==> config.mk <==
export PLATFORM = sky130hd
export DESIGN_NAME = perf_monitor
export DESIGN_NICKNAME = d
export VERILOG_FILES = /design/src/pkg/perf_mon_pkg.sv /design/src/pkg/acc_if.sv /design/src/rtl/byte_accum.sv /design/src/rtl/perf_monitor.sv
export SDC_FILE = /design/constraint.sdc
export NUM_CORES = 1
export LEC_CHECK = 0
export BUFFER_PORTS_ARGS = -buffer_cell sky130_fd_sc_hd__buf_4
export CAP_MARGIN = 10
export CORE_MARGIN = 2
export CORE_UTILIZATION = 51
export DETAILED_ROUTE_END_ITERATION = 10
export PLACE_DENSITY_LB_ADDON = 0.25
export SYNTH_ARGS = -nofsm -noshare
export SYNTH_HDL_FRONTEND = slang
export SYNTH_SLANG_ARGS = --single-unit
==> constraint.sdc <==
create_clock -name core_clk_i -period 4.5 [get_ports core_clk_i]
set_clock_uncertainty 0.15 [all_clocks]
set_input_delay 0.675 -clock core_clk_i [delete_from_list [all_inputs] [get_ports core_clk_i]]
set_output_delay 0.675 -clock core_clk_i [all_outputs]
set_load 0.01 [all_outputs]
==> src/pkg/perf_mon_pkg.sv <==
// package: constants, types and helpers of the traffic throughput monitor
// assumes: one 200 MHz core clock; 64-bit beats with 8 byte-keep bits
package perf_mon_pkg;

  localparam int unsigned ENGINES      = 4;
  localparam int unsigned CNT_W        = 32;
  localparam int unsigned BEAT_BYTES   = 8;

  // engines 0,1 card_to_system; engines 2,3 system_to_card
  localparam int unsigned ENG_CARD_TO_SYSTEM_0 = 0;
  localparam int unsigned ENG_SYSTEM_TO_CARD_0 = 2;

  // refresh interval
  localparam longint unsigned CLK_HZ        = 64'd200_000_000;
  localparam longint unsigned INTERVAL_S    = 64'd1;
  localparam longint unsigned INTERVAL_CYC  = INTERVAL_S * CLK_HZ;

  // packet header first dword fields
  localparam int unsigned HDR_HAS_DATA_BIT = 30;
  localparam int unsigned HDR_TYPE_LSB     = 24;
  localparam int unsigned HDR_LEN_LSB      = 0;
  localparam logic [4:0]  TYPE_MEM_WRITE   = 5'h00;
  localparam logic [4:0]  TYPE_CPL         = 5'h0A;
  localparam logic [10:0] LEN_ZERO_DWORDS  = 11'h400;

  localparam logic [CNT_W-1:0] CNT_RESET   = 32'h0000_0000;

  typedef enum logic [1:0] {
    ST_SOP  = 2'b01,
    ST_BODY = 2'b10
  } pkt_state_e;

  // number of valid bytes in a beat
  function automatic logic [CNT_W-1:0] keep_bytes(input logic [BEAT_BYTES-1:0] keep);
    logic [CNT_W-1:0] n;
    n = '0;
    for (int i = 0; i < BEAT_BYTES; i++) begin
      n = n + {31'h0000_0000, keep[i]};
    end
    return n;
  endfunction

  // payload bytes of a packet given its first header dword, if of type typ with data
  function automatic logic [CNT_W-1:0] hdr_payload(input logic [31:0] dw0,
                                                   input logic [4:0]  typ);
    logic [10:0] len;
    len = {1'b0, dw0[HDR_LEN_LSB +: 10]};
    if (len == 11'h000) begin
      len = LEN_ZERO_DWORDS;
    end
    if (dw0[HDR_HAS_DATA_BIT] && (dw0[HDR_TYPE_LSB +: 5] == typ)) begin
      return {19'h0_0000, len, 2'b00};
    end
    return CNT_RESET;
  endfunction

endpackage

==> src/pkg/acc_if.sv <==
// interface: one accumulator channel, increment and interval tick in, published count out
// assumes: all signals in the core clock domain
`timescale 1ns/10ps
interface acc_if;
  logic [31:0] inc;
  logic        tick;
  logic [31:0] count;

  modport src  (output inc, output tick, input count);
  modport sink (input inc, input tick, output count);
endinterface

==> src/rtl/byte_accum.sv <==
// module: live byte accumulator with a published snapshot per interval
// assumes: tick is a one-cycle pulse; ce freezes all state
`timescale 1ns/10ps
module byte_accum (
  // clock and control
  input  wire logic core_clk_i,
  input  wire logic rst_i,
  input  wire logic ce_i,
  // channel
  acc_if.sink       ch
);

  logic [31:0] acc;
  logic [31:0] next_acc;
  logic [31:0] next_count;

  always_comb begin
    if (ch.tick) begin
      next_acc   = ch.inc;
      next_count = acc;
    end else begin
      next_acc   = acc + ch.inc;
      next_count = ch.count;
    end
  end

  always_ff @(posedge core_clk_i) begin
    if (rst_i) begin
      acc      <= perf_mon_pkg::CNT_RESET;
      ch.count <= perf_mon_pkg::CNT_RESET;
    end else if (ce_i) begin
      acc      <= next_acc;
      ch.count <= next_count;
    end
  end

  property p_snap_on_tick;
    @(posedge core_clk_i) disable iff (rst_i)
      (!rst_i && ce_i && ch.tick) |=> (ch.count == $past(acc));
  endproperty
  a_snap_on_tick: assert property (p_snap_on_tick) else $error("snapshot not taken");

  property p_clear_on_tick;
    @(posedge core_clk_i) disable iff (rst_i)
      (!rst_i && ce_i && ch.tick) |=> (acc == $past(ch.inc));
  endproperty
  a_clear_on_tick: assert property (p_clear_on_tick) else $error("accumulator lost bytes");

  property p_hold_between;
    @(posedge core_clk_i) disable iff (rst_i)
      (!rst_i && ce_i && !ch.tick) |=> $stable(ch.count);
  endproperty
  a_hold_between: assert property (p_hold_between) else $error("count moved mid-interval");

  property p_accumulate;
    @(posedge core_clk_i) disable iff (rst_i)
      (!rst_i && ce_i && !ch.tick) |=> (acc == $past(acc) + $past(ch.inc));
  endproperty
  a_accumulate: assert property (p_accumulate) else $error("accumulator add wrong");

endmodule // byte_accum

==> src/rtl/perf_monitor.sv <==
// module: traffic throughput monitor for a DMA reference_design endpoint
// assumes: taps are synchronous to core_clk_i; 64-bit beats, dword 0 in bits 31:0
//
// Contract
// each DMA engine has its own counter of payload bytes handed to user.
// count every byte on transmit transaction interface, headers included.
// count every byte on receive transaction interface, headers included.
// transmit payload counter adds only memory-write data, headers excluded.
// receive payload counter adds only completion data, headers excluded.
// published values refresh every one second interval.
// host polls the registers about once per second.
// partly filled 64-bit beats count only their valid bytes.
// four engine counters: two card_to_system, two system_to_card.
// at each boundary copy accumulator out and restart from zero losslessly.
`timescale 1ns/10ps
module perf_monitor #(
  parameter int unsigned INTERVAL_CYCLES = 32'(perf_mon_pkg::INTERVAL_CYC)
) (
  // clock, reset, enable
  input  wire logic                    core_clk_i,
  input  wire logic                    rst_i,
  input  wire logic                    ce_i,
  // engine user streams
  input  wire logic [3:0]              eng_valid_i,
  input  wire logic [3:0]              eng_ready_i,
  input  wire logic [3:0][7:0]         eng_keep_i,
  // transmit transaction interface
  input  wire logic                    tx_tvalid_i,
  input  wire logic                    tx_tready_i,
  input  wire logic                    tx_tlast_i,
  input  wire logic [7:0]              tx_tkeep_i,
  input  wire logic [63:0]             tx_tdata_i,
  // receive transaction interface
  input  wire logic                    rx_tvalid_i,
  input  wire logic                    rx_tready_i,
  input  wire logic                    rx_tlast_i,
  input  wire logic [7:0]              rx_tkeep_i,
  input  wire logic [63:0]             rx_tdata_i,
  // published counts and interval tick
  output logic      [3:0][31:0]        eng_bytes_o,
  output logic      [31:0]             tx_util_o,
  output logic      [31:0]             rx_util_o,
  output logic      [31:0]             tx_payload_o,
  output logic      [31:0]             rx_payload_o,
  output logic                         interval_tick_o
);

  localparam int unsigned NCH = 8;

  logic                    tx_beat;
  logic                    rx_beat;
  logic [31:0]             tcnt;
  logic [31:0]             next_tcnt;
  logic                    tick;
  logic                    next_interval_tick;
  perf_mon_pkg::pkt_state_e tx_state;
  perf_mon_pkg::pkt_state_e rx_state;
  perf_mon_pkg::pkt_state_e next_tx_state;
  perf_mon_pkg::pkt_state_e next_rx_state;
  logic [NCH-1:0][31:0]    inc;
  logic [NCH-1:0][31:0]    cnt;

  assign tx_beat = tx_tvalid_i && tx_tready_i;
  assign rx_beat = rx_tvalid_i && rx_tready_i;

  // interval timer
  always_comb begin
    tick               = (tcnt == INTERVAL_CYCLES - 32'd1);
    next_tcnt          = tick ? 32'h0000_0000 : tcnt + 32'd1;
    next_interval_tick = tick;
  end

  always_ff @(posedge core_clk_i) begin
    if (rst_i) begin
      tcnt            <= 32'h0000_0000;
      interval_tick_o <= 1'b0;
    end else if (ce_i) begin
      tcnt            <= next_tcnt;
      interval_tick_o <= next_interval_tick;
    end
  end

  // next packet state of one transaction interface; illegal codes fall back to a start
  function automatic perf_mon_pkg::pkt_state_e pkt_next(input perf_mon_pkg::pkt_state_e cur,
                                                        input logic                     beat,
                                                        input logic                     last);
    perf_mon_pkg::pkt_state_e nxt;
    nxt = cur;
    unique case (cur)
      perf_mon_pkg::ST_SOP: begin
        if (beat && !last) begin
          nxt = perf_mon_pkg::ST_BODY;
        end
      end
      perf_mon_pkg::ST_BODY: begin
        if (beat && last) begin
          nxt = perf_mon_pkg::ST_SOP;
        end
      end
      default: begin
        nxt = perf_mon_pkg::ST_SOP;
      end
    endcase
    return nxt;
  endfunction

  // packet start tracking on both transaction interfaces
  always_comb begin
    next_tx_state = pkt_next(tx_state, tx_beat, tx_tlast_i);
    next_rx_state = pkt_next(rx_state, rx_beat, rx_tlast_i);
  end

  always_ff @(posedge core_clk_i) begin
    if (rst_i) begin
      tx_state <= perf_mon_pkg::ST_SOP;
      rx_state <= perf_mon_pkg::ST_SOP;
    end else if (ce_i) begin
      tx_state <= next_tx_state;
      rx_state <= next_rx_state;
    end
  end

  // per-cycle byte increments
  always_comb begin
    for (int e = 0; e < 4; e++) begin
      inc[e] = (eng_valid_i[e] && eng_ready_i[e]) ?
               perf_mon_pkg::keep_bytes(eng_keep_i[e]) : 32'h0000_0000;
    end
    inc[4] = tx_beat ? perf_mon_pkg::keep_bytes(tx_tkeep_i) : 32'h0000_0000;
    inc[5] = rx_beat ? perf_mon_pkg::keep_bytes(rx_tkeep_i) : 32'h0000_0000;
    inc[6] = (tx_beat && tx_state == perf_mon_pkg::ST_SOP) ?
             perf_mon_pkg::hdr_payload(tx_tdata_i[31:0], perf_mon_pkg::TYPE_MEM_WRITE) :
             32'h0000_0000;
    inc[7] = (rx_beat && rx_state == perf_mon_pkg::ST_SOP) ?
             perf_mon_pkg::hdr_payload(rx_tdata_i[31:0], perf_mon_pkg::TYPE_CPL) :
             32'h0000_0000;
  end

  // one accumulator per published count
  for (genvar g = 0; g < NCH; g++) begin : g_ch
    acc_if ch ();
    assign ch.inc  = inc[g];
    assign ch.tick = tick;
    assign cnt[g]  = ch.count;
    byte_accum u_acc (
      .core_clk_i (core_clk_i),
      .rst_i      (rst_i),
      .ce_i       (ce_i),
      .ch         (ch)
    );
  end

  // accumulator snapshot registers drive the outputs directly
  assign eng_bytes_o  = cnt[3:0];
  assign tx_util_o    = cnt[4];
  assign rx_util_o    = cnt[5];
  assign tx_payload_o = cnt[6];
  assign rx_payload_o = cnt[7];

  property p_eng_idle_zero;
    @(posedge core_clk_i) disable iff (rst_i)
      !(eng_valid_i[0] && eng_ready_i[0]) |-> (inc[0] == 32'h0000_0000);
  endproperty
  a_eng_idle_zero: assert property (p_eng_idle_zero) else $error("engine counted idle");

  property p_tx_util;
    @(posedge core_clk_i) disable iff (rst_i)
      (tx_beat && tx_tkeep_i == 8'h0F) |-> (inc[4] == 32'd4);
  endproperty
  a_tx_util: assert property (p_tx_util) else $error("tx partial beat miscounted");

  property p_rx_util;
    @(posedge core_clk_i) disable iff (rst_i)
      (rx_beat && rx_tkeep_i == 8'hFF) |-> (inc[5] == 32'd8);
  endproperty
  a_rx_util: assert property (p_rx_util) else $error("rx full beat miscounted");

  property p_tx_body_no_payload;
    @(posedge core_clk_i) disable iff (rst_i)
      (!rst_i && ce_i && tx_beat && !tx_tlast_i) |=> (inc[6] == 32'h0000_0000);
  endproperty
  a_tx_body_no_payload: assert property (p_tx_body_no_payload) else $error("tx body payload");

  property p_rx_type_filter;
    @(posedge core_clk_i) disable iff (rst_i)
      (rx_state == perf_mon_pkg::ST_SOP && rx_tdata_i[28:24] != 5'h0A) |->
        (inc[7] == 32'h0000_0000);
  endproperty
  a_rx_type_filter: assert property (p_rx_type_filter) else $error("non-completion counted");

  property p_tick_pulse;
    @(posedge core_clk_i) disable iff (rst_i)
      (!rst_i && ce_i && interval_tick_o && INTERVAL_CYCLES > 1) |=> !interval_tick_o;
  endproperty
  a_tick_pulse: assert property (p_tick_pulse) else $error("tick wider than one cycle");

  property p_tick_follows_wrap;
    @(posedge core_clk_i) disable iff (rst_i)
      (!rst_i && ce_i && tick) |=> (interval_tick_o && tcnt == 32'h0000_0000);
  endproperty
  a_tick_follows_wrap: assert property (p_tick_follows_wrap) else $error("tick misaligned");

  property p_tx_sop_next;
    @(posedge core_clk_i) disable iff (rst_i)
      (!rst_i && ce_i && tx_beat && tx_tlast_i) |=> (tx_state == perf_mon_pkg::ST_SOP);
  endproperty
  a_tx_sop_next: assert property (p_tx_sop_next) else $error("tx start lost");

  property p_rx_cpl_len;
    @(posedge core_clk_i) disable iff (rst_i)
      (rx_beat && rx_state == perf_mon_pkg::ST_SOP && rx_tdata_i[31:24] == 8'h4A &&
       rx_tdata_i[9:0] == 10'h008) |-> (inc[7] == 32'h0000_0020);
  endproperty
  a_rx_cpl_len: assert property (p_rx_cpl_len) else $error("completion length wrong");

  property p_freeze;
    @(posedge core_clk_i) disable iff (rst_i)
      (!rst_i && !ce_i) |=> ($stable(tcnt) && $stable(interval_tick_o) && $stable(rx_state));
  endproperty
  a_freeze: assert property (p_freeze) else $error("state moved while disabled");

  c_tick:     cover property (@(posedge core_clk_i) disable iff (rst_i) interval_tick_o);
  c_tx_write: cover property (@(posedge core_clk_i) disable iff (rst_i) inc[6] != 32'h0);
  c_rx_cpl:   cover property (@(posedge core_clk_i) disable iff (rst_i) inc[7] != 32'h0);
  c_partial:  cover property (@(posedge core_clk_i) disable iff (rst_i)
                              tx_beat && tx_tkeep_i == 8'h0F);

endmodule // perf_monitor

Word-level counts from Yosys, hierarchy flattened
Index checks and enable logic that the tools add are counted.
{"block": "op_classes", "n_addsub": 51, "n_reduce_logical": 22, "n_eq_ne": 10, "mux": 31}
{"cell": "$mux W32", "n": 15}
{"cell": "$add A32 B8 Y32", "n": 6}
{"cell": "$add A32 B32 Y32", "n": 2}
{"cell": "$add A7 B1 Y8", "n": 6}
{"cell": "$mux W8", "n": 6}
{"cell": "$add A6 B1 Y7", "n": 6}
{"cell": "$add A5 B1 Y6", "n": 6}
{"cell": "$add A32 B1 Y32 const B", "n": 1}
{"cell": "$eq A32 B28 Y1 const B", "n": 1}
{"cell": "$add A4 B1 Y5", "n": 6}
{"cell": "$add A3 B1 Y4", "n": 6}
{"cell": "$mux W11", "n": 2}
{"cell": "$logic_not A10 Y1", "n": 2}
{"cell": "$add A2 B1 Y3", "n": 6}
{"cell": "$logic_and A1 B1 Y1", "n": 14}
{"cell": "$add A1 B1 Y2", "n": 6}
{"cell": "$mux W2", "n": 4}
{"cell": "$ne A2 B2 Y1 const B", "n": 4}
{"cell": "$pmux W2 S2", "n": 2}
{"cell": "$reduce_and A3 Y1", "n": 2}
{"cell": "$eq A5 B4 Y1 const B", "n": 1}
{"cell": "$logic_not A5 Y1", "n": 1}
{"cell": "$eq A2 B1 Y1 const B", "n": 2}
{"cell": "$eq A2 B2 Y1 const B", "n": 2}
{"cell": "other kinds (3)", "n": 5}
{"block": "totals", "input_bits": 193, "elab_cells": 134, "ff_bits": 549}

Logic depth before layout (Yosys ltp)
Gate-level depths: netlist of run 1.
{"block": "logic_depth", "depth_word": 10, "depth_mapped": 17, "ltp_nobuf": 16}

Hierarchy
A second synthesis of run 1 with hierarchy kept.
{"block": "hier_totals", "hier_cells": 4711, "hier_area_um2": 36676.4}
{"mod": "byte_accum at g_ch[1].u_acc ...", "cells_each": 536, "area_per_inst_um2": 4194.0, "instances": 4, "seq_area_each_um2": 1281.2}
{"mod": "byte_accum at g_ch[6].u_acc ...", "cells_each": 531, "area_per_inst_um2": 4086.4, "instances": 2, "seq_area_each_um2": 1281.2}
{"mod": "byte_accum at g_ch[0].u_acc", "cells_each": 541, "area_per_inst_um2": 4189.0, "instances": 1, "seq_area_each_um2": 1281.2}
{"mod": "byte_accum at g_ch[5].u_acc", "cells_each": 541, "area_per_inst_um2": 4177.8, "instances": 1, "seq_area_each_um2": 1281.2}
{"mod": "perf_monitor", "cells_each": 423, "area_per_inst_um2": 3360.7, "instances": 1, "seq_area_each_um2": 740.7}

Least setup slack after synthesis of run 1
Ideal clock, no wire load.
{"block": "synth_timing", "path_type": "input-to-reg", "startpoint": "in rx_tkeep_i[0]", "endpoint": "reg g_ch[5].u_acc.acc[14]", "setup_ns": 0.117, "path_stages": 17, "required_ns": 4.233, "path_slack_ns": -0.283, "arrival_time_ns": 4.516, "n_path_buf": 1, "path_cell_list": "inv_1 > fa_1 > fa_1 > fa_1 > inv_1 > ha_1 > fa_1 > xor2_1 > and3_1 > ha_1 > nor2b_1 > o21ai_0 > a21oi_1 > clkbuf_1 > nor3b_1 > xnor2_1 > nor2_1"}
{"block": "synth_between", "elab_chain_len": 10}
{"item": "start, declared", "line": "perf_monitor.sv:37", "rtl": "input wire logic [7:0] rx_tkeep_i,"}
{"item": "$add A1 B1 Y2", "line": "perf_mon_pkg.sv:38", "rtl": "n = n + {31'h0000_0000, keep[i]};"}
{"item": "$add A2 B1 Y3", "line": "perf_mon_pkg.sv:38"}
{"item": "$add A3 B1 Y4", "line": "perf_mon_pkg.sv:38"}
{"item": "$add A4 B1 Y5", "line": "perf_mon_pkg.sv:38"}
{"item": "$add A5 B1 Y6", "line": "perf_mon_pkg.sv:38"}
{"item": "$add A6 B1 Y7", "line": "perf_mon_pkg.sv:38"}
{"item": "$add A7 B1 Y8", "line": "perf_mon_pkg.sv:38"}
{"item": "$mux W8", "line": "perf_monitor.sv:130", "rtl": "inc[5] = rx_beat ? perf_mon_pkg::keep_bytes(rx_tkeep_i) : 32'h0000_0000;"}
{"item": "$add A32 B8 Y32", "line": "byte_accum.sv:22", "rtl": "next_acc = acc + ch.inc;"}
{"item": "$mux W32", "line": "byte_accum.sv:18", "rtl": "if (ch.tick) begin"}
{"item": "end signal, assigned", "line": "byte_accum.sv:29", "rtl": "acc <= perf_mon_pkg::CNT_RESET;"}
{"item": "end signal, assigned", "line": "byte_accum.sv:32", "rtl": "acc <= next_acc;"}
{"item": "end, declared", "line": "byte_accum.sv:13", "rtl": "logic [31:0] acc;"}
No other way between the ends.
A chain may end at the register's enable or synchronous reset.

Final worst setup path of run 1
{"block": "layout_timing", "startpoint": "in eng_keep_i[11] (netlist name)", "endpoint": "reg g_ch[1].u_acc.acc[27]"}
{"block": "layout_between", "elab_chain_len": 8}
{"item": "start, declared", "line": "perf_monitor.sv:26", "rtl": "input wire logic [3:0][7:0] eng_keep_i,"}
{"item": "$add A3 B1 Y4", "line": "perf_mon_pkg.sv:38"}
{"item": "$add A4 B1 Y5", "line": "perf_mon_pkg.sv:38"}
{"item": "$add A5 B1 Y6", "line": "perf_mon_pkg.sv:38"}
{"item": "$add A6 B1 Y7", "line": "perf_mon_pkg.sv:38"}
{"item": "$add A7 B1 Y8", "line": "perf_mon_pkg.sv:38"}
{"item": "$mux W8", "line": "perf_monitor.sv:126", "rtl": "inc[e] = (eng_valid_i[e] && eng_ready_i[e]) ?"}
{"item": "$add A32 B8 Y32", "line": "byte_accum.sv:22"}
{"item": "$mux W32", "line": "byte_accum.sv:18"}
{"item": "end signal, assigned", "line": "byte_accum.sv:29"}
{"item": "end signal, assigned", "line": "byte_accum.sv:32"}
{"item": "end, declared", "line": "byte_accum.sv:13"}
No other way between the ends.

==> impl_metrics.env, run 1 <==
export IMPL_status="finished clean"
export IMPL_ys_ff_latch=541
export IMPL_std_cell_rows=80
export IMPL_yosysWarnings=0
export IMPL_peakVddDrop_v=0.000305
export IMPL_gp_congestion=0.871
export IMPL_fin_area_sq_um=30500
export IMPL_core_sq_um=47800
export IMPL_first_pass_iters=5
export IMPL_placedInstanceArea_sq_um=28400
export IMPL_netlist_area_sq_um=24800
export IMPL_critPathMaxFanout=4
export IMPL_cp_end_kind="flip-flop"
export IMPL_fillerInstances=4047
export IMPL_portBuffers=349
export IMPL_dp_hpwl_microns=45300
export IMPL_initial_core_util=0.517
export IMPL_synth_top_family_by_area="simple AND/OR/NAND/NOR gates"
export IMPL_maxSlewViolCount=0
export IMPL_synthXorXnorAreaFrac=0.0764
export IMPL_synth_area_per_cell_sq_um=8.02
export IMPL_synthAdderAreaFrac=0.0587
export IMPL_htree_levels=2
export IMPL_synthToLayoutAreaGrowth_pct=23.4
export IMPL_period_share=0.981
export IMPL_drive_gt1_frac=0.178
export IMPL_vias=22400
export IMPL_rsz0062_at_grt="true"
export IMPL_path_cells="buf_6 > inv_8 > fa_1 > fa_1 > fa_1 > inv_1 > ha_2 > fa_2 > xor2_1 > and3_4 > ha_4 > nand4_1 > o211ai_1 > buf_4 > nand4_1 > or3_4 > a21oi_2"
export IMPL_seq_area_frac_synth=0.438
export IMPL_clk_pin_slew_ns=0.06
export IMPL_die_w_microns=224
export IMPL_ys_async_sr_fraction=0
export IMPL_yosys_cell_types_count=60
export IMPL_drt_iter0_drc=1444
export IMPL_synth_top_flop_cell="dfxtp_1"
export IMPL_grt_max_degree=161
export IMPL_relSlewSlack=0.348
export IMPL_fin_crit_ns=4.42
export IMPL_die_area_sq_um=50300
export IMPL_fmax_mhz=226
export IMPL_clock_latency_ns=0.62
export IMPL_ant_nets=0
export IMPL_antenna_found_initial=5
export IMPL_hp_class="in2reg"
export IMPL_hold_slack_ns=0.225
export IMPL_arrival_ns=4.82
export IMPL_power_leakage_nw=11.6
export IMPL_worstSetupPathType="in2reg"
export IMPL_powerDensity_nw_per_um2=346
export IMPL_vias_per_cell=5.49
export IMPL_cts_buffers=56
export IMPL_slowest_stage="fa_1"
export IMPL_clockBufferDepth=3
export IMPL_die_h_microns=224
export IMPL_synth_edf_count=0
export IMPL_grt_pass1_vias=21400
export IMPL_yosys_mux_area_fraction=0.00323
export IMPL_syn_inst=3085
export IMPL_hold_viol=0
export IMPL_grt_pass1_wl_microns=106000
export IMPL_final_nets=3715
export IMPL_routedWlPerCell_microns=16.2
export IMPL_tightestPinTransition_ns=0.978
export IMPL_drc_errors=0
export IMPL_worstSetupStartpointType="input port"
export IMPL_cts_root_buf="clkbuf_16"
export IMPL_track_usage=0.254
export IMPL_wl_microns=66100
export IMPL_synthSimpleGateAreaFrac=0.250
export IMPL_slowest_delay_ns=0.59
export IMPL_setup_violations_final=0
export IMPL_cts_tree="done"
export IMPL_cp_common_cell="fa_1"
export IMPL_gr_total_overflow=0
export IMPL_boundaryPins=450
export IMPL_cts_num_sinks=541
export IMPL_synth_compound_area_share=0.125
export IMPL_maxCapViolations=0
export IMPL_worstPathRequired_ns=4.91
-- cell usage in the layout (no fill, tap or decap), types with 5 or more instances in the layout --
| master | n |
|---|---|
| nand2_1 | 652 |
| dfxtp_1 | 541 |
| buf_4 | 435 |
| a21oi_1 | 360 |
| nor2_1 | 304 |
| xnor2_1 | 133 |
| inv_1 | 129 |
| nand3_1 | 92 |
| xor2_1 | 83 |
| ha_1 | 58 |
| nor3_1 | 57 |
| clkbuf_16 | 57 |
| nand4_1 | 51 |
| or3_1 | 46 |
| o21ai_0 | 46 |
| and3_1 | 42 |
| a211oi_1 | 29 |
| and2_1 | 27 |
| nor4_1 | 24 |
| fa_1 | 23 |
| a21o_1 | 19 |
| a311oi_1 | 19 |
| and4_1 | 17 |
| o211ai_1 | 14 |
| clkinv_2 | 11 |
| nor3_2 | 10 |
| bufinv_16 | 10 |
| nor2b_1 | 9 |
| fa_2 | 9 |
| clkbuf_1 | 9 |
| mux2i_1 | 8 |
| o21a_1 | 7 |
| nor4b_1 | 6 |
| clkinvlp_4 | 6 |
| clkbuf_8 | 6 |
| nand3_2 | 5 |
| o21ai_1 | 5 |
| o21bai_1 | 5 |
| ha_2 | 5 |
-- synth_stat cells (65+ instances only) --
master / n / area [sq um]
a21oi_1: 364 / 1820
buf_2: 78 / 390
clkbuf_1: 77 / 289
dfxtp_1: 541 / 10800
ha_1: 65 / 813
inv_1: 132 / 495
nand2_1: 653 / 2450
nand3_1: 97 / 485
nor2_1: 306 / 1150
nor3_1: 67 / 335
xnor2_1: 133 / 1160
xor2_1: 83 / 727
-- flip-flops by register name (all words and copies together), names as in the netlist --
register             count
g_ch.u_acc.acc         252
g_ch.u_acc.ch.count    252
interval_tick_o          1
rx_state                 2
tcnt                    32
tx_state                 2
-- final cells by class --
type / count / area [sq um] / area share
Tap cell: 615 / 769 / 0.0252
Clock buffer: 72 / 1540 / 0.0505
Multi-Input combinational cell: 2252 / 13100 / 0.428
Sequential cell: 541 / 10800 / 0.355
Antenna cell: 3 / 7.51 / 0.000246
Inverter: 133 / 522 / 0.0171
Timing Repair Buffer: 441 / 3380 / 0.111
Clock inverter: 31 / 435 / 0.0143
-- path summary, 6_finish.rpt --
path	from	cells past startpoint	slack [ns]	to
setup / recovery	eng_keep_i[11]	17	0.08	g_ch[1].u_acc.acc[27]
hold / removal	rx_tlast_i	3	0.22	rx_state[0]
setup reg to reg	rx_state[1]	13	0.37	g_ch[7].u_acc.acc[29]
hold reg to reg	g_ch[7].u_acc.ch.count[23]	2	0.30	g_ch[7].u_acc.ch.count[23]
-- power breakdown --
| part | internal [W] | switching [W] | total (W) |
|---|---|---|---|
| clock | 0.00300 | 0.00198 | 0.00497 |
| combinational | 0.000333 | 0.000420 | 0.000753 |
| sequential | 0.00482 | 0.0000353 | 0.00486 |
-- through the flow --
| step | util | cells | setup slack [ns] | total power [W] | setup TNS (ns) |
|---|---|---|---|---|---|
| 2_1_floorplan | - | 3088 | -0.0930 | 0.00545 | -0.398 |
| 3_3_place_gp | 0.594 | 3977 | -0.425 | 0.00567 | -46.90 |
| 3_5_place_dp | 0.594 | 3977 | -0.572 | 0.00571 | -63.28 |
| 4_1_cts | 0.635 | 4080 | 0.0549 | 0.0107 | 0 |
| 5_1_grt | 0.638 | 4088 | -0.0578 | 0.0110 | -0.396 |
| 6_report | 0.638 | 4088 | 0.0850 | 0.0106 | 0 |
-- worst max-delay path, delay by kind of cell --
family / cells / cell delay, ns
adders and majority gates: 6 / 2.37
and+or+nand+nor: 4 / 0.94
buffers and inverters: 4 / 0.34
AOI/OAI and AO/OA: 2 / 0.34
xor gates and xnor gates: 1 / 0.15
-- logic make-up (layout without fill, tap and decap cells) --
logic type / after synthesis / after routing
buffers and inverters: 296 / 677
adders and majority gates: 97 / 97
DFF: 541 / 541
AOI/OAI and AO/OA: 542 / 543
other: 1 / 7
and+or+nand+nor: 1384 / 1384
xor gates and xnor gates: 216 / 216
muxes: 8 / 8
-- layer usage --
metal  vias up  global-route usage  share of wire
li1      11000                   -              -
met2       536               0.425           0.48
met5         -                   0        0.00045
met3       113              0.0583          0.060
met1     10800               0.323           0.43
met4         4              0.0852          0.028
-- repair_timing --
action / CTS / global route
gates resized for setup: 0 / 21
hold buffers: 0 / 0
buffers inserted: 0 / 3
setup endpoints to repair: 0 / 45
No activity file was read; power rests on OpenSTA's default activity.
==> run 2: changes to the inputs <==
--- a/config.mk
+++ b/config.mk
@@ -5,10 +5,11 @@
 export SDC_FILE = /design/constraint.sdc
 export NUM_CORES = 1
 export LEC_CHECK = 0
+export ABC_AREA = 1
 export BUFFER_PORTS_ARGS = -buffer_cell sky130_fd_sc_hd__buf_4
 export CAP_MARGIN = 10
 export CORE_MARGIN = 2
-export CORE_UTILIZATION = 51
+export CORE_UTILIZATION = 52
 export DETAILED_ROUTE_END_ITERATION = 10
 export PLACE_DENSITY_LB_ADDON = 0.25
 export SYNTH_ARGS = -nofsm -noshare
==> constraint.sdc (replaced) <==
create_clock -name core_clk_i -period 4.5 [get_ports core_clk_i]
set_clock_uncertainty 0.15 [all_clocks]
set_input_delay 0.675 -clock core_clk_i [delete_from_list [all_inputs] [get_ports core_clk_i]]
set_output_delay 0.675 -clock core_clk_i [all_outputs]
set_load 0.005 [all_outputs]
==> impl_metrics.env, run 2 <==
export IMPL_setup_violations_final=0
export IMPL_grt_pass1_wl_microns=129000
export IMPL_yosys_cell_count_top_type="nand2_1"
export IMPL_largestRegisters="g_ch.u_acc.acc: 252 flops, g_ch.u_acc.ch.count: 252 flops, tcnt: 32 flops"
export IMPL_grt_pass1_vias=25700
export IMPL_critPathMaxFanout=5
export IMPL_peakVddDrop_v=0.000296
export IMPL_synth_top_area_share=0.390
export IMPL_ys_top_cells_by_count="nand2_1 (877), nor2_1 (680), dfxtp_1 (541)"
export IMPL_drc_errors=0
export IMPL_ys_async_sr_fraction=0
export IMPL_cts_hold_buf=0
export IMPL_power_leakage_nw=15.3
export IMPL_htree_levels=2
export IMPL_ys_ff_latch=541
export IMPL_cts_root_buf="clkbuf_16"
export IMPL_clockBufferDepth=3
export IMPL_worstSetupPathType="in2reg"
export IMPL_first_pass_iters=6
export IMPL_seq_area_frac_synth=0.390
export IMPL_die_w_microns=235
export IMPL_dp_hpwl_microns=55000
export IMPL_fmax_mhz=230
export IMPL_maxCapViolations=0
export IMPL_portBuffers=349
export IMPL_vias=27600
export IMPL_die_h_microns=235
export IMPL_synthToLayoutAreaGrowth_pct=19.8
export IMPL_syn_inst=4140
export IMPL_die_area_sq_um=55300
export IMPL_cts_resized=0
export IMPL_track_usage=0.280
export IMPL_cts_tree="done"
export IMPL_synth_edf_count=0
export IMPL_worstHoldPathCells=5
export IMPL_tightestPinTransition_ns=1.10
export IMPL_relSlewSlack=0.269
export IMPL_fin_setup_tns_ns=0
export IMPL_powerDensity_nw_per_um2=312
export IMPL_hp_class="in2reg"
export IMPL_post_route_util=0.632
export IMPL_cp_end_kind="flip-flop"
export IMPL_final_nets=4778
export IMPL_layout_commonest_cell="nand2_1"
export IMPL_cts_setup_buffers=0
export IMPL_status="finished clean"
export IMPL_boundaryPins=450
export IMPL_post_synth_top_area_cell="dfxtp_1"
export IMPL_met3_usage=0.0478
export IMPL_layout_common_cells="nand2_1 (871), nor2_1 (669), dfxtp_1 (541)"
export IMPL_met1_usage=0.376
export IMPL_clock_latency_ns=0.62
export IMPL_initial_core_util=0.528
export IMPL_netlist_area_sq_um=27800
export IMPL_arrival_ns=4.71
export IMPL_drt_iter0_drc=2056
export IMPL_grt_busiest_layer="met2"
export IMPL_worstPathRequired_ns=4.87
export IMPL_synth_top_flop_cell="dfxtp_1"
export IMPL_r2r_cells=17
export IMPL_worstSetupStartpointType="input port"
export IMPL_globalRouteMet2Util=0.453
export IMPL_ant_nets=0
export IMPL_synth_area_per_cell_sq_um=6.71
export IMPL_routedWlPerCell_microns=15.2
export IMPL_cts_num_sinks=541
export IMPL_hold_slack_ns=0.293
export IMPL_std_cell_rows=84
export IMPL_grt_max_degree=249
export IMPL_gp_congestion=0.925
export IMPL_antenna_found_initial=2
export IMPL_core_sq_um=52700
export IMPL_hold_viol=0
export IMPL_gr_total_overflow=0
export IMPL_fin_crit_ns=4.35
export IMPL_clk_pin_slew_ns=0.06
export IMPL_yosysWarnings=0
export IMPL_maxSlewViolCount=0
export IMPL_wl_microns=79400
export IMPL_synth_area_leaders="dfxtp_1 (39%), nand2_1 (12%), nor2_1 (9.2%), inv_1 (7.1%), a21oi_1 (5.5%)"
export IMPL_drive_gt1_frac=0.133
export IMPL_period_share=0.966
export IMPL_cts_buffers=57
export IMPL_yosys_cell_types_count=44
export IMPL_vias_per_cell=5.29
==> run 2: cell type report <==
cell class | count | area (sq um)
flip-flops and latches | 541 | 10800
clock buffers | 76 | 1590
inverters | 536 | 2030
repair buffers | 440 | 3370
multi-input cells | 2912 | 14300
diodes | 2 | 5.00
fillers | 4959 | 19400
clock inverters | 29 | 322
well taps | 688 | 861
==> run 2: where the power goes <==
group          internal, W  switching [W]  leakage, nW  total [W]
Clock              0.00277        0.00201        0.936    0.00479
Sequential         0.00482      0.0000262         4.36    0.00485
Combinational     0.000316       0.000448         10.0   0.000764
==> run 2: logic make-up (layout without fill, tap and decap cells) <==
family,after synthesis,count (layout),share of synthesized area
flops,541,541,0.390
xor+xnor,42,42,0.0132
buf+inv,690,1081,0.102
simple gates,2108,2108,0.320
fa+ha+maj,97,97,0.0523
compound gates,661,661,0.123
other cells,1,6,0.000135
==> run 2: routing by layer <==
metal / share of wire / up-vias
li1: - / 14000
met1: 0.45 / 12700
met2: 0.45 / 789
met3: 0.063 / 149
met4: 0.031 / 0
met5: 0 / -
==> run 2: final timing paths <==
kind                                             endpoint  slack [ns]                      start
worst max-delay path                g_ch[5].u_acc.acc[15]        0.15              rx_tkeep_i[0]
worst min-delay path                 g_ch[7].u_acc.acc[2]        0.29              rx_tdata_i[0]
worst max register to register      g_ch[7].u_acc.acc[30]        1.21                rx_state[0]
worst min register to register  g_ch[3].u_acc.ch.count[4]        0.30  g_ch[3].u_acc.ch.count[4]
==> run 2: critical path, cell delays in order <==
cell and delay, ns:
buf_4 0.07, inv_1 0.05, fa_1 0.56, fa_1 0.44, fa_1 0.50, inv_1 0.04
ha_1 0.20, fa_1 0.38, xnor2_1 0.16, nor2_1 0.05, buf_4 0.15, ha_1 0.33
nand3_1 0.09, nand3_1 0.09, nand2_1 0.07, nand2_2 0.14, buf_4 0.14, nand4_1 0.13
nor2_2 0.23, nand3b_1 0.11, nand2_1 0.07, inv_1 0.04
==> run 2: stage by stage <==
| step | total power, W | setup WS (ns) | instance area, sq um | cells |
|---|---|---|---|---|
| after floorplan | 0.00545 | -0.0330 | 27900 | 4143 |
| after global placement | 0.00569 | -0.468 | 31300 | 5117 |
| after detailed placement | 0.00570 | -0.475 | 31300 | 5117 |
| after CTS | 0.0105 | 0.125 | 33200 | 5222 |
| after global routing | 0.0108 | -0.0418 | 33300 | 5224 |
| final | 0.0104 | 0.152 | 33300 | 5224 |
